$ cat src/sta_defines.svh
// offsets, field positions, reset values and timing counts
// assumes a 40 MHz terminal clock
// Function
// - control bit 7 selects register access
// - control bit 6: zero read, one write
// - bits 5..0 index 64 registers
// - control byte first, then value high, low
// - read answer echoes control, returns value
// - write answer clears bit 6
// - read ignores the output word
// - user registers locked except index 31
// - key 0x1235 into 31 unlocks
// - other value into 31 relocks
// - unlocked read of 31 returns key
// - configuration takes effect after restart only
// - link frame 8 data, even parity, 1 stop
// - process status: top bit clear, fault flags
// - faulty data never delivered; flags informative
// - flag partner receive timeout
// - local timeout flags and zeroes input
// - index 31 reads zero while locked
// - timeout in 10 ms units, feature enabled
`ifndef STA_DEFINES_SVH
`define STA_DEFINES_SVH
// control byte layout
`define STA_CTRL_REG_BIT 7
`define STA_CTRL_WR_BIT  6
// register indices
`define STA_IDX_DIAG  6'h06
`define STA_IDX_TYPE  6'h08
`define STA_IDX_FWREV 6'h09
`define STA_IDX_CODE  6'h1F
`define STA_IDX_FEAT  6'h20
`define STA_IDX_BAUD  6'h21
`define STA_IDX_RCVTO 6'h22
`define STA_IDX_USER  6'h20
// values
`define STA_UNLOCK_KEY  16'h1235
`define STA_FEAT_RESET  16'h0007
`define STA_BAUD_RESET  16'h0003
`define STA_RCVTO_RESET 16'h0014
`define STA_FEAT_RCVTO_EN 0
// link frame marker (upper seven bits of header byte)
`define STA_HDR_MARK 7'h2A
// process-mode status bit positions
`define STA_ST_LOCALTO   4
`define STA_ST_PARTNERTO 3
`define STA_ST_SUMFAULT   2
`define STA_ST_OVERFLOW   1
`define STA_ST_FRAMEFAULT 0
// timing
`define STA_CLK_HZ      40000000
`define STA_BAUD_REF_HZ 4000000
`define STA_OVERSAMPLE  16
`define STA_TIMEOUT_UNIT_MS 10
`define STA_TICK_CYCLES (`STA_CLK_HZ / 1000 * `STA_TIMEOUT_UNIT_MS)
`define STA_CYC_PER_DIV (`STA_CLK_HZ / `STA_BAUD_REF_HZ * `STA_OVERSAMPLE)
`endif

$ cat src/sta_pkg.sv
// types used by the terminal; the parameter store keeps its own
// assumes sta_defines.svh for all numeric constants
package sta_pkg;
    // access sequencer
    typedef enum logic [1:0] {ACC_BOOT, ACC_IDLE, ACC_READ} sta_acc_t;
    // serial receiver
    typedef enum logic [1:0] {RX_IDLE, RX_START, RX_BITS, RX_STOP} sta_rx_t;
    // link fault and timeout flags
    typedef struct packed {
        logic localTo;
        logic partnerTo;
        logic checksumFaultFlag;
        logic bufferOverflowFlag;
        logic frameFaultFlag;
    } sta_flags_t;
    // configuration in force
    typedef struct packed {
        logic [15:0] feat;
        logic [15:0] baud;
        logic [15:0] rcvTo;
    } sta_cfg_t;
    // whole terminal state
    typedef struct packed {
        sta_acc_t    acc;
        logic [1:0]  bootStep;
        sta_cfg_t    cfg;
        logic [7:0]  ctrlSeen;
        logic [15:0] codeWord;
        logic [7:0]  statusByte;
        logic [15:0] inputWord;
        logic        rxMeta;
        logic        rxSync;
        sta_rx_t     rx;
        logic [15:0] rxCnt;
        logic [3:0]  rxBitNo;
        logic [8:0]  rxShift;
        logic [1:0]  rxPos;
        logic [23:0] rxFrame;
        logic [15:0] rxWord;
        logic        pendValid;
        sta_flags_t  flags;
        logic [23:0] tickCnt;
        logic [15:0] toCnt;
        logic        txBusy;
        logic [15:0] txCnt;
        logic [3:0]  txBitNo;
        logic [10:0] txShift;
        logic [1:0]  txPos;
        logic [31:0] txFrame;
        logic        txLine;
        logic [15:0] procWord;
    } sta_state_t;
endpackage

$ cat src/sta_param_mem.sv
// retained parameter store with registered read data
// assumes its own reset models loss of stored contents only
`timescale 1ns/1ps
module sta_param_mem #(
    parameter int                        WIDTH = 16,
    parameter int                        DEPTH = 32,
    parameter logic [DEPTH*WIDTH-1:0]    INIT  = '0
) (
    // clock and store reset
    input  wire logic                     clock,
    input  wire logic                     storeReset_n,
    // write port
    input  wire logic                     writeEn,
    input  wire logic [$clog2(DEPTH)-1:0] writeAddr,
    input  wire logic [WIDTH-1:0]         writeData,
    // read port, one cycle latency
    input  wire logic [$clog2(DEPTH)-1:0] readAddr,
    output logic      [WIDTH-1:0]         readData
);
    // storage and read register as one state
    typedef struct packed {
        logic [DEPTH-1:0][WIDTH-1:0] words;
        logic [WIDTH-1:0]            rdata;
    } sta_mem_t;

    sta_mem_t state;       // registered
    sta_mem_t next_state;  // computed

    if (DEPTH < 2 || WIDTH < 1) begin : g_check
        $error("sta_param_mem: bad geometry");
    end

    // write before read is not bypassed: read shows the old word
    always_comb begin
        next_state = state;
        next_state.rdata = state.words[readAddr];
        if (writeEn) begin
            next_state.words[writeAddr] = writeData;
        end
    end

    // defaults return only when the store itself is cleared
    always_ff @(posedge clock or negedge storeReset_n) begin
        if (!storeReset_n) begin
            state <= sta_mem_t'({INIT, {WIDTH{1'b0}}});
        end else begin
            state <= next_state;
        end
    end

    assign readData = state.rdata;
endmodule

$ cat src/sta_terminal.sv
// serial data-exchange terminal: control byte interpreter and link
// assumes process image ports are synchronous to clock; link pin is not
`timescale 1ns/1ps
`include "sta_defines.svh"
module sta_terminal #(
    parameter int          TICK_CYCLES = `STA_TICK_CYCLES,
    parameter logic [15:0] TYPE_ID     = 16'h0A5C, // arbitrary value
    parameter logic [15:0] FW_REV      = 16'h3030  // arbitrary value
) (
    // clock and resets
    input  wire logic        clock,
    input  wire logic        reset_n,
    input  wire logic        storeReset_n,
    // process image from the controller
    input  wire logic [7:0]  controlByte,
    input  wire logic [15:0] outputWord,
    // process image to the controller
    output logic      [7:0]  statusByte,
    output logic      [15:0] inputWord,
    // serial link
    input  wire logic        rxPin,
    output logic             txPin
);
    localparam int USER_DEPTH = 32;
    localparam logic [USER_DEPTH*16-1:0] USER_INIT =
        {{(USER_DEPTH-3)*16{1'b0}},
         `STA_RCVTO_RESET, `STA_BAUD_RESET, `STA_FEAT_RESET};

    if (TICK_CYCLES < 2 || TICK_CYCLES >= 2**24) begin : g_check
        $error("sta_terminal: TICK_CYCLES out of range");
    end

    sta_pkg::sta_state_t state;       // registered
    sta_pkg::sta_state_t next_state;  // computed

    // parameter store port
    logic        memWe;      // write strobe
    logic [4:0]  memWAddr;   // write index within user area
    logic [15:0] memWData;   // write data
    logic [4:0]  memRAddr;   // read index within user area
    logic [15:0] memRData;   // registered read data

    // helpers
    logic [15:0] bitLen;     // cycles per link bit
    logic [15:0] halfLen;    // half a bit, for start check
    logic [5:0]  regIdx;     // addressed register
    logic        isWrite;    // write access
    logic        regMode;    // register exchange selected
    logic        byteDone;   // receiver finished a character
    logic        byteOk;     // parity and stop good
    logic        frameGood;  // full frame, checksum good
    logic [7:0]  rxByte;     // received data bits
    logic [7:0]  txByte;     // byte now starting to send
    logic [7:0]  procStat;   // process-mode status byte

    sta_param_mem #(
        .WIDTH (16),
        .DEPTH (USER_DEPTH),
        .INIT  (USER_INIT)
    ) u_store (
        .clock        (clock),
        .storeReset_n (storeReset_n),
        .writeEn      (memWe),
        .writeAddr    (memWAddr),
        .writeData    (memWData),
        .readAddr     (memRAddr),
        .readData     (memRData)
    );

    // bit time from baud setting in force: ref/(16*(LB+1))
    always_comb begin
        bitLen  = 16'(`STA_CYC_PER_DIV * (32'(state.cfg.baud[7:0]) + 32'd1));
        halfLen = {1'b0, bitLen[15:1]};
    end

    // control byte fields
    always_comb begin
        regMode = controlByte[`STA_CTRL_REG_BIT];
        isWrite = controlByte[`STA_CTRL_WR_BIT];
        regIdx  = controlByte[5:0];
    end

    // store port: boot fetch, else register reads and unlocked writes of the user area
    always_comb begin
        memWe    = 1'b0;
        memWAddr = regIdx[4:0];
        memWData = outputWord;
        memRAddr = regIdx[4:0];
        if (state.acc == sta_pkg::ACC_BOOT) begin
            memRAddr = {3'b000, state.bootStep};
        end else if (state.acc == sta_pkg::ACC_IDLE && controlByte != state.ctrlSeen
                     && regMode && isWrite && regIdx >= `STA_IDX_USER) begin
            memWe = (state.codeWord == `STA_UNLOCK_KEY);
        end
    end

    // receive decode
    always_comb begin
        rxByte    = state.rxShift[7:0];
        byteDone  = state.rx == sta_pkg::RX_STOP && state.rxCnt == 16'h0000;
        byteOk    = byteDone && state.rxSync && !(^state.rxShift);
        frameGood = byteOk && state.rxPos == 2'd3
                    && (state.rxFrame[23:16] ^ state.rxFrame[15:8] ^ state.rxFrame[7:0]) == rxByte;
    end

    // process-mode status: top bits zero
    always_comb begin
        procStat = 8'h00;
        procStat[`STA_ST_LOCALTO]   = state.flags.localTo;
        procStat[`STA_ST_PARTNERTO] = state.flags.partnerTo;
        procStat[`STA_ST_SUMFAULT]   = state.flags.checksumFaultFlag;
        procStat[`STA_ST_OVERFLOW]   = state.flags.bufferOverflowFlag;
        procStat[`STA_ST_FRAMEFAULT] = state.flags.frameFaultFlag;
        txByte = state.txFrame[31:24];
    end

    // next state of the whole terminal
    always_comb begin
        next_state = state;

        // pin synchroniser, first stage feeds only the second
        next_state.rxMeta = rxPin;
        next_state.rxSync = state.rxMeta;

        // access sequencer
        unique case (state.acc)
            sta_pkg::ACC_BOOT: begin
                // settings in force are fetched only after restart
                next_state.bootStep = state.bootStep + 2'd1;
                if (state.bootStep == 2'd1) begin
                    next_state.cfg.feat = memRData;
                end
                if (state.bootStep == 2'd2) begin
                    next_state.cfg.baud = memRData;
                end
                if (state.bootStep == 2'd3) begin
                    next_state.cfg.rcvTo = memRData;
                    next_state.acc = sta_pkg::ACC_IDLE;
                end
            end
            sta_pkg::ACC_IDLE: begin
                if (controlByte != state.ctrlSeen) begin
                    next_state.ctrlSeen = controlByte;
                    if (regMode && isWrite) begin
                        // acknowledge: control with bit 6 cleared
                        next_state.statusByte = controlByte & 8'hBF;
                        next_state.inputWord  = 16'h0000;
                        if (regIdx == `STA_IDX_CODE) begin
                            next_state.codeWord = outputWord;
                        end
                    end else if (regMode && regIdx >= `STA_IDX_USER) begin
                        next_state.acc = sta_pkg::ACC_READ; // store answers next cycle
                    end else if (regMode) begin
                        // read ignores output word
                        next_state.statusByte = controlByte;
                        unique case (regIdx)
                            `STA_IDX_DIAG:  next_state.inputWord = {8'h00, procStat};
                            `STA_IDX_TYPE:  next_state.inputWord = TYPE_ID;
                            `STA_IDX_FWREV: next_state.inputWord = FW_REV;
                            `STA_IDX_CODE: begin
                                // key shows only while unlocked
                                next_state.inputWord =
                                    (state.codeWord == `STA_UNLOCK_KEY) ? `STA_UNLOCK_KEY : 16'h0000;
                            end
                            default:        next_state.inputWord = 16'h0000;
                        endcase
                    end
                end
            end
            sta_pkg::ACC_READ: begin
                next_state.statusByte = state.ctrlSeen;
                next_state.inputWord  = memRData;
                next_state.acc = sta_pkg::ACC_IDLE;
            end
        endcase

        // process mode: status and data follow the link every cycle
        if (state.acc != sta_pkg::ACC_BOOT && !state.ctrlSeen[`STA_CTRL_REG_BIT]
            && !regMode && controlByte == state.ctrlSeen) begin
            next_state.statusByte = procStat;
            next_state.inputWord  = state.flags.localTo ? 16'h0000 : state.rxWord;
            next_state.procWord   = outputWord;
            next_state.pendValid  = 1'b0;
        end

        // receiver
        next_state.rxCnt = (state.rxCnt == 16'h0000) ? 16'h0000 : state.rxCnt - 16'h0001;
        unique case (state.rx)
            sta_pkg::RX_IDLE: begin
                if (!state.rxSync) begin
                    next_state.rx    = sta_pkg::RX_START;
                    next_state.rxCnt = halfLen;
                end
            end
            sta_pkg::RX_START: begin
                if (state.rxCnt == 16'h0000) begin
                    // glitch shorter than half a bit is dropped
                    next_state.rx      = state.rxSync ? sta_pkg::RX_IDLE : sta_pkg::RX_BITS;
                    next_state.rxCnt   = bitLen - 16'h0001;
                    next_state.rxBitNo = 4'h0;
                end
            end
            sta_pkg::RX_BITS: begin
                if (state.rxCnt == 16'h0000) begin
                    // lsb first, parity ends up in bit 8
                    next_state.rxShift = {state.rxSync, state.rxShift[8:1]};
                    next_state.rxBitNo = state.rxBitNo + 4'h1;
                    next_state.rxCnt   = bitLen - 16'h0001;
                    if (state.rxBitNo == 4'h8) begin
                        next_state.rx = sta_pkg::RX_STOP;
                    end
                end
            end
            sta_pkg::RX_STOP: begin
                if (state.rxCnt == 16'h0000) begin
                    next_state.rx = sta_pkg::RX_IDLE;
                end
            end
        endcase

        // frame assembly: header, high, low, checksum
        if (byteDone && !byteOk) begin
            next_state.flags.frameFaultFlag = 1'b1;
            next_state.rxPos = 2'd0;
        end else if (byteOk) begin
            next_state.rxFrame = {state.rxFrame[15:0], rxByte};
            next_state.rxPos   = state.rxPos + 2'd1;
            if (state.rxPos == 2'd0 && rxByte[7:1] != `STA_HDR_MARK) begin
                next_state.rxPos = 2'd0; // resync on header
            end
            if (state.rxPos == 2'd3 && !frameGood) begin
                next_state.flags.checksumFaultFlag = 1'b1;
            end
        end

        // timeout: 10 ms ticks since last good frame
        next_state.tickCnt = state.tickCnt + 24'h000001;
        if (state.tickCnt == 24'(TICK_CYCLES - 1)) begin
            next_state.tickCnt = 24'h000000;
            if (state.toCnt != 16'hFFFF) begin
                next_state.toCnt = state.toCnt + 16'h0001;
            end
        end
        if (state.cfg.feat[`STA_FEAT_RCVTO_EN] && state.cfg.rcvTo != 16'h0000
            && state.toCnt >= state.cfg.rcvTo) begin
            next_state.flags.localTo = 1'b1;
        end

        // delivery of a good frame; clears the quality flags, but sets overflow again if a held-back frame is still pending
        if (frameGood) begin
            next_state.tickCnt = 24'h000000;
            next_state.toCnt   = 16'h0000;
            next_state.flags.localTo   = 1'b0;
            next_state.flags.partnerTo = state.rxFrame[16];
            // these clears win over a checksum or frame fault in the same cycle, none can coincide
            next_state.flags.checksumFaultFlag  = 1'b0;
            next_state.flags.frameFaultFlag     = 1'b0;
            next_state.flags.bufferOverflowFlag = 1'b0;
            next_state.rxWord = state.rxFrame[15:0];
            // data held back while registers own the input word
            if (state.ctrlSeen[`STA_CTRL_REG_BIT]) begin
                next_state.pendValid = 1'b1;
                next_state.flags.bufferOverflowFlag = state.pendValid;
            end
        end

        // transmitter: frames back to back
        next_state.txCnt = (state.txCnt == 16'h0000) ? 16'h0000 : state.txCnt - 16'h0001;
        if (!state.txBusy) begin
            next_state.txFrame = {`STA_HDR_MARK, state.flags.localTo,
                                  state.procWord,
                                  state.procWord[15:8] ^ state.procWord[7:0]
                                  ^ {`STA_HDR_MARK, state.flags.localTo}};
            next_state.txBusy  = state.acc != sta_pkg::ACC_BOOT;
            next_state.txPos   = 2'd0;
            next_state.txBitNo = 4'h0;
        end else if (state.txBitNo == 4'h0) begin
            // start, 8 data, even parity, stop
            next_state.txShift = {1'b1, ^txByte, txByte, 1'b0};
            next_state.txBitNo = 4'h1;
            next_state.txCnt   = bitLen - 16'h0001;
        end else if (state.txCnt == 16'h0000) begin
            next_state.txShift = {1'b1, state.txShift[10:1]};
            next_state.txBitNo = state.txBitNo + 4'h1;
            next_state.txCnt   = bitLen - 16'h0001;
            if (state.txBitNo == 4'hB) begin
                next_state.txBitNo = 4'h0;
                next_state.txFrame = {state.txFrame[23:0], 8'h00};
                next_state.txPos   = state.txPos + 2'd1;
                next_state.txBusy  = state.txPos != 2'd3;
            end
        end
        next_state.txLine = (next_state.txBusy && next_state.txBitNo != 4'h0)
                            ? next_state.txShift[0] : 1'b1;
    end

    // register the whole state; line idles high
    always_ff @(posedge clock or negedge reset_n) begin
        if (!reset_n) begin
            state          <= '0;
            state.acc      <= sta_pkg::ACC_BOOT;
            state.rx       <= sta_pkg::RX_IDLE;
            state.rxMeta   <= 1'b1;
            state.rxSync   <= 1'b1;
            state.txShift  <= 11'h7FF;
            state.txLine   <= 1'b1;
        end else begin
            state <= next_state;
        end
    end

    // outputs straight from flops
    assign statusByte = state.statusByte;
    assign inputWord  = state.inputWord;
    assign txPin      = state.txLine;
endmodule
$ cat config.mk
export PLATFORM = sky130hd
export DESIGN_NAME = sta_terminal
export DESIGN_NICKNAME = d
export VERILOG_FILES = /design/src/sta_pkg.sv /design/src/sta_param_mem.sv /design/src/sta_terminal.sv
export VERILOG_INCLUDE_DIRS = /design/src /design/src/src
export SDC_FILE = /design/constraint.sdc
export NUM_CORES = 2
export LEC_CHECK = 0
export BUFFER_PORTS_ARGS = -buffer_cell sky130_fd_sc_hd__buf_2
export CORE_MARGIN = 3
export CORE_UTILIZATION = 50
export CTS_CLUSTER_DIAMETER = 50
export DETAILED_ROUTE_END_ITERATION = 10
export MAX_ROUTING_LAYER = met4
export PLACE_DENSITY = 0.72
export SYNTH_ARGS = -nofsm -noshare
export SYNTH_HDL_FRONTEND = slang
export SYNTH_SLANG_ARGS = --single-unit
export TNS_END_PERCENT = 20
$ cat constraint.sdc
create_clock -name clock -period 5.8 [get_ports clock]
set_input_delay 1.16 -clock clock [delete_from_list [all_inputs] [get_ports clock]]
set_output_delay 1.16 -clock clock [all_outputs]
set_load 0.03 [all_outputs]
==> Word-level counts from Yosys, hierarchy flattened <==
Index checks and enable logic that the tools add are counted.
{ "word_totals": {"out_inout_bits": 25, "reg_bits": 809, "inputBits": 28, "romBits": 0, "elab_cells": 251, "latchBits": 0, "ram_bits": 0, "n_memories": 0} }
{ "classes": {"magnitude_cmp": 5, "bitwise_logic": 5, "n_div": 0, "mux": 60, "n_addsub": 11, "mul": 1, "shifts": 0, "n_reduce_logical": 62, "eq_ne": 39} }
{ "ops": {"columns": ["operator", "count"], "rows": [
  ["512-bit bitwise mux", 1],
  ["24-bit 2-to-1 mux", 5],
  ["16-bit 2-to-1 mux", 7],
  ["34-bit 2-to-1 mux", 3],
  ["16-bit binary-select mux with 5-bit select", 1],
  ["16-bit demux with 5-bit select", 1],
  ["66-bit 2-to-1 mux", 1],
  ["31-bit 2-to-1 mux", 2],
  ["14-bit one-hot mux with 4 select lines", 1],
  ["16-bit one-hot mux with 3 select lines", 1],
  ["24-bit one-hot mux with 2 select lines", 1],
  ["16-bit by 1-bit subtractor with 16-bit output (second input constant)", 3],
  ["46-bit 2-to-1 mux", 1],
  ["40-bit 2-to-1 mux", 1],
  ["16-bit zero test", 2],
  ["26-bit 2-to-1 mux", 1],
  ["24-bit by 1-bit adder with 24-bit output (second input constant)", 1],
  ["24-bit by 19-bit equality test with 1-bit output (second input constant)", 1],
  ["8-bit bitwise XOR", 3],
  ["22-bit 2-to-1 mux", 1],
  ["1-bit logical AND", 21],
  ["2-bit nonzero test", 10],
  ["18-bit 2-to-1 mux", 1],
  ["2-bit 2-to-1 mux", 9],
  ["46 further kinds", 104]
]} }

==> Depth between registers and ports, before layout <==
{ "logic_depth": {"depth_word": 12, "ltp_mapped": 14, "depth_no_buf": 13} }

==> Modules after synthesis <==
From an unflattened synthesis, not the netlist that was laid out.
{ "hier_totals": {"cells_unflattened": 3235, "area_unflattened_um2": 39291.4} }
{ "by_module_without_submodules": {"columns": ["mod", "cells_each", "instances", "seq_area_each_um2", "area_per_inst_um2"], "rows": [
  ["sta_param_mem", 1762, 1, 13221.4, 24589.8],
  ["sta_terminal", 1473, 1, 7049.3, 14701.6]
]} }

==> Least setup slack after synthesis <==
No wires, ideal clock.
{ "synth_path": {"path_type": "in2reg", "start": "input port controlByte[5]", "end": "register u_store.state[326] (netlist name)", "n_path_buf": 2, "stages": 9, "setup_time_ns": 0.125, "arrival_time_ns": 3.297, "path_slack_ns": 2.378, "required_ns": 5.675, "cell_sequence": "buf_2 xnor2_1 nand4_1 o21ai_1 nor4_2 nand3_1 nor2_2 buf_2 mux2_2"} }
{ "synth_between": {"elab_chain_cells": 7, "elab_cells_between_ends": 8, "classes_between": "1 x order compare; 1 x eq/ne; 2 x mux; 4 x reduce/logical"} }
{ "synth_lines": {"columns": ["item", "line_no", "source"], "rows": [
  ["start: declaration", "sta_terminal.sv:15", "input wire logic [7:0] controlByte,"],
  ["parallel branches: the longest is 4 deep, another holds 6-bit greater-or-equal comparator", null, null],
  ["1-bit logical AND (no line) (*)", null, null],
  ["1-bit 2-to-1 mux (*)", "sta_terminal.sv:91", "end else if (state.acc == sta_pkg::ACC_IDLE && controlByte != state.ctrlSeen"],
  ["1-bit 2-to-1 mux (*)", "sta_terminal.sv:89", "if (state.acc == sta_pkg::ACC_BOOT) begin"],
  ["end signal: assignment", "sta_param_mem.sv:45", "state <= sta_mem_t'({INIT, {WIDTH{1'b0}}});"],
  ["end signal: assignment", "sta_param_mem.sv:47", "state <= next_state;"],
  ["end: declaration", "sta_param_mem.sv:26", "sta_mem_t state;"]
]} }
Every way passes the cells marked *.
A chain may end at the register's enable or synchronous reset.

==> Worst setup path in the final report <==
{ "layout_path": {"start": "input port controlByte[0]", "end": "register u_store.state[256] (netlist name)"} }
{ "layout_between": {"elab_chain_cells": 7, "elab_cells_between_ends": 14, "classes_between": "3 x order compare; 1 x eq/ne; 5 x mux; 5 x reduce/logical"} }
{ "layout_lines": {"columns": ["item"], "rows": [
  ["parallel branches: the longest is 7 deep, another holds 5-bit by 6-bit < comparator with 1-bit output"]
]} }
Parallel ways; which one is timed is not known.

==> impl_metrics.yaml <==
final_layout:
  area_growth_pct: 9.94
  drive_above_1_share: 0.327
  fin_nets: 3058
  fillers: 6000
critical_path:
  cp_slowest_cell: "nor2_2"
  cp_slowest_stage_delay_ns: 1.01
  critPathRequiredTime_ns: 6.31
  r2r_end: "state[198]"
  end_kind: "flip-flop"
  cp_max_fo: 16
  crit_path_start_kind: "input port"
  path_cells: "buf_2, xnor2_1, nand4_1, o21ai_1, nor4_2, nand3_1, nor2_2, mux2_2"
  crit_arrival_ns: 4.72
  ff2ff_setup_slack_ns: 1.87
  worstSetupPathType: "input port to flip-flop"
  rr_startpoint: "state[268]"
  worst_r2r_path_depth: 11
floorplanning:
  fp.dieArea_sq_mm: 0.0796
  num_rows: 100
  die_w_microns: 282
  core_sq_mm: 0.0749
  fp.dieH_microns: 282
  start_util: 0.509
  boundaryPins: 53
flow_run:
  maxCapViolations: 0
timing:
  period_minus_slack_ns: 4.21
  rsz0062_at_grt: "false"
  worstMarginPinSlew_ns: 1.24
  fin_crit_sh: 0.726
  setup_tns_ns: 0
  setup_viol: 0
  finClkSkew_ns: 0.0305
  fin_hold_ws_ns: 0.359
  max_freq_ghz: 0.237
  hold_viol: 0
  relSlewSlack: 0.168
  maxSlewViolCount: 0
routing:
  drt_iter0_drc: 1755
  vias_per_cell: 5.99
  wire_per_inst_microns: 22.3
  via_count: 24100
  firstDrtPassIters: 7
  drcViolationCount: 0
  wirelength_mm: 89.7
  final_antenna_net_count: 0
logic_synthesis:
  synth-seq-cells: 809
  synth_area_sq_mm: 0.0381
  avgSynthCellArea_sq_um: 12.6
  seq_area_frac_synth: 0.532
  synth_cell_types: 75
  yosysTopAreaCell: "dfrtp_1"
  synth_fp_nets: 3096
  yosys-top-cells-area: "dfrtp_1, mux2_2, mux4_2"
  syn_inst: 3024
  synth_edf_count: 0
  ys_async_sr_fraction: 1.00
  ys.flop_type: "dfrtp_1"
  yosysTopAreaCellShare: 0.517
  yosysWarningCount: 0
clock_tree:
  ctsHoldBuffers: 0
  cts.sink_count: 809
  cts_made_buffers: 83
  cts_tree: "built"
  clk_path_buf_depth: 3
  clock_latency_ns: 0.64
  post_cts_buffers: 0
  cts_resized: 0
  htreeDepth: 3
  cts-root-buf: "clkbuf_16"
  path_clk_slew_ns: 0.06
hold_path:
  holdPathEnd: "state[202]"
  hold-path-cell-count: 0
  hp-class: "flip-flop to flip-flop"
  hp-start: "next_state[202]"
global_route:
  met2_usage: 0.377
  grt_pass1_vias: 25300
  antenna_found_initial: 3
  grt.busiest_layer: "met2"
  grt_first_pass_wirelength_mm: 143
  gr-usage-met1: 0.310
  grt-ovfl-total: 0
  track_usage: 0.236
  grt_max_degree: 139
  met3_usage: 0.0412
placement:
  port_buffers: 52
  place.gp.congestion: 0.864
  dp_hpwl_mm: 57.6
power:
  irDropWorstVdd_v: 0.000230
  power_mw: 13.7
  leakage_nw: 20.0
  power.density_mw_per_mm2: 326
outcome:
  outcome: "completed"
## final cells by class
cell class,instances,area (sq um),share of cell area
well taps,969,1210,0.0289
flip-flops and latches,809,20300,0.484
clock buffers,124,2470,0.0590
diodes,5,12.5,0.000298
inverters,45,169,0.00403
clock inverters,26,290,0.00693
repair buffers,106,773,0.0184
multi-input cells,1941,16700,0.399
## Yosys cell counts, types with 23 or more instances
| cell type | instances |
|---|---|
| buf_2 | 39 |
| nand2_1 | 338 |
| o21ai_0 | 98 |
| xor2_1 | 60 |
| buf_4 | 30 |
| mux2_2 | 585 |
| mux4_2 | 128 |
| a21oi_1 | 43 |
| dfrtp_1 | 788 |
| ha_1 | 43 |
| nand3_1 | 135 |
| nor2_1 | 134 |
| xnor2_1 | 81 |
| inv_1 | 45 |
| clkbuf_1 | 137 |
| buf_1 | 23 |
## registers in the layout, summed over array words and instances (netlist names)
signal,flops
next_state,1
u_store.state,512
procStat,5
state,242
inputWord,16
rxByte,8
statusByte,8
txPin,1
u_store.readData,16
## power breakdown
group          internal, mW  switching, mW
combinational         0.723           1.45
clock                  3.14           2.24
sequential             5.86          0.239
total                  9.73           3.93
## kinds of logic (layout without fill, tap and decap cells)
| logic type | count (synthesis) | count (layout) | synth area share |
|---|---|---|---|
| other cells | 0 | 5 | 0 |
| flops | 809 | 809 | 0.532 |
| compound gates | 255 | 255 | 0.0404 |
| fa+ha+maj | 44 | 44 | 0.0146 |
| xor+xnor | 143 | 143 | 0.0336 |
| buf+inv | 274 | 301 | 0.0312 |
| mux | 734 | 734 | 0.254 |
| simple gates | 765 | 765 | 0.0941 |
## metal layers
| metal | wire length [microns] | vias up |
|---|---|---|
| met3 | 4700 | 168 |
| met1 | 38900 | 12700 |
| met2 | 43400 | 591 |
| met5 | 0 | - |
| met4 | 2750 | 0 |
| li1 | - | 10600 |
## placed cells by master, fill, tap and decap left out, types with 20 or more instances in the layout
cell type / count
xnor2_1: 81
nor2_1: 134
inv_1: 45
mux4_2: 128
ha_1: 43
o22ai_1: 21
dfrtp_1: 787
buf_2: 50
a21oi_1: 43
nand3_1: 135
buf_4: 47
clkbuf_16: 86
clkbuf_1: 20
xor2_1: 60
nand2_1: 337
dfstp_2: 21
o21ai_0: 98
mux2_2: 585
## worst max path at each step
stage | start | endpoint | slack [ns]
final | controlByte[0] | u_store.state[256] | 1.59
after global routing | controlByte[0] | u_store.state[325] | 1.46
after CTS | controlByte[0] | u_store.state[266] | 1.72
after detailed placement | controlByte[0] | u_store.state[269] | 1.07
after global placement | controlByte[0] | u_store.state[267] | 1.20
after floorplan | controlByte[5] | u_store.state[326] | 2.38
## stage by stage
stage / instance area (sq um) / util / std cells / worst slack (ns)
6_report: 41900 / 0.559 / 4025 / 1.59
5_1_grt: 41900 / 0.559 / 4023 / 1.46
4_1_cts: 41900 / 0.559 / 4020 / 1.72
3_5_place_dp: 39100 / 0.522 / 3870 / 1.07
3_3_place_gp: 39100 / 0.522 / 3870 / 1.20
2_1_floorplan: 38100 / - / 3024 / 2.38
## worst max-delay path: cells and delay by family
kind / cells / cell delay (ns)
and+or+nand+nor: 4 / 2.37
buffers and inverters: 1 / 0.27
xor gates and xnor gates: 1 / 0.13
muxes: 1 / 0.42
AOI/OAI and AO/OA: 1 / 0.35
Power figures use the tool's default switching activity.
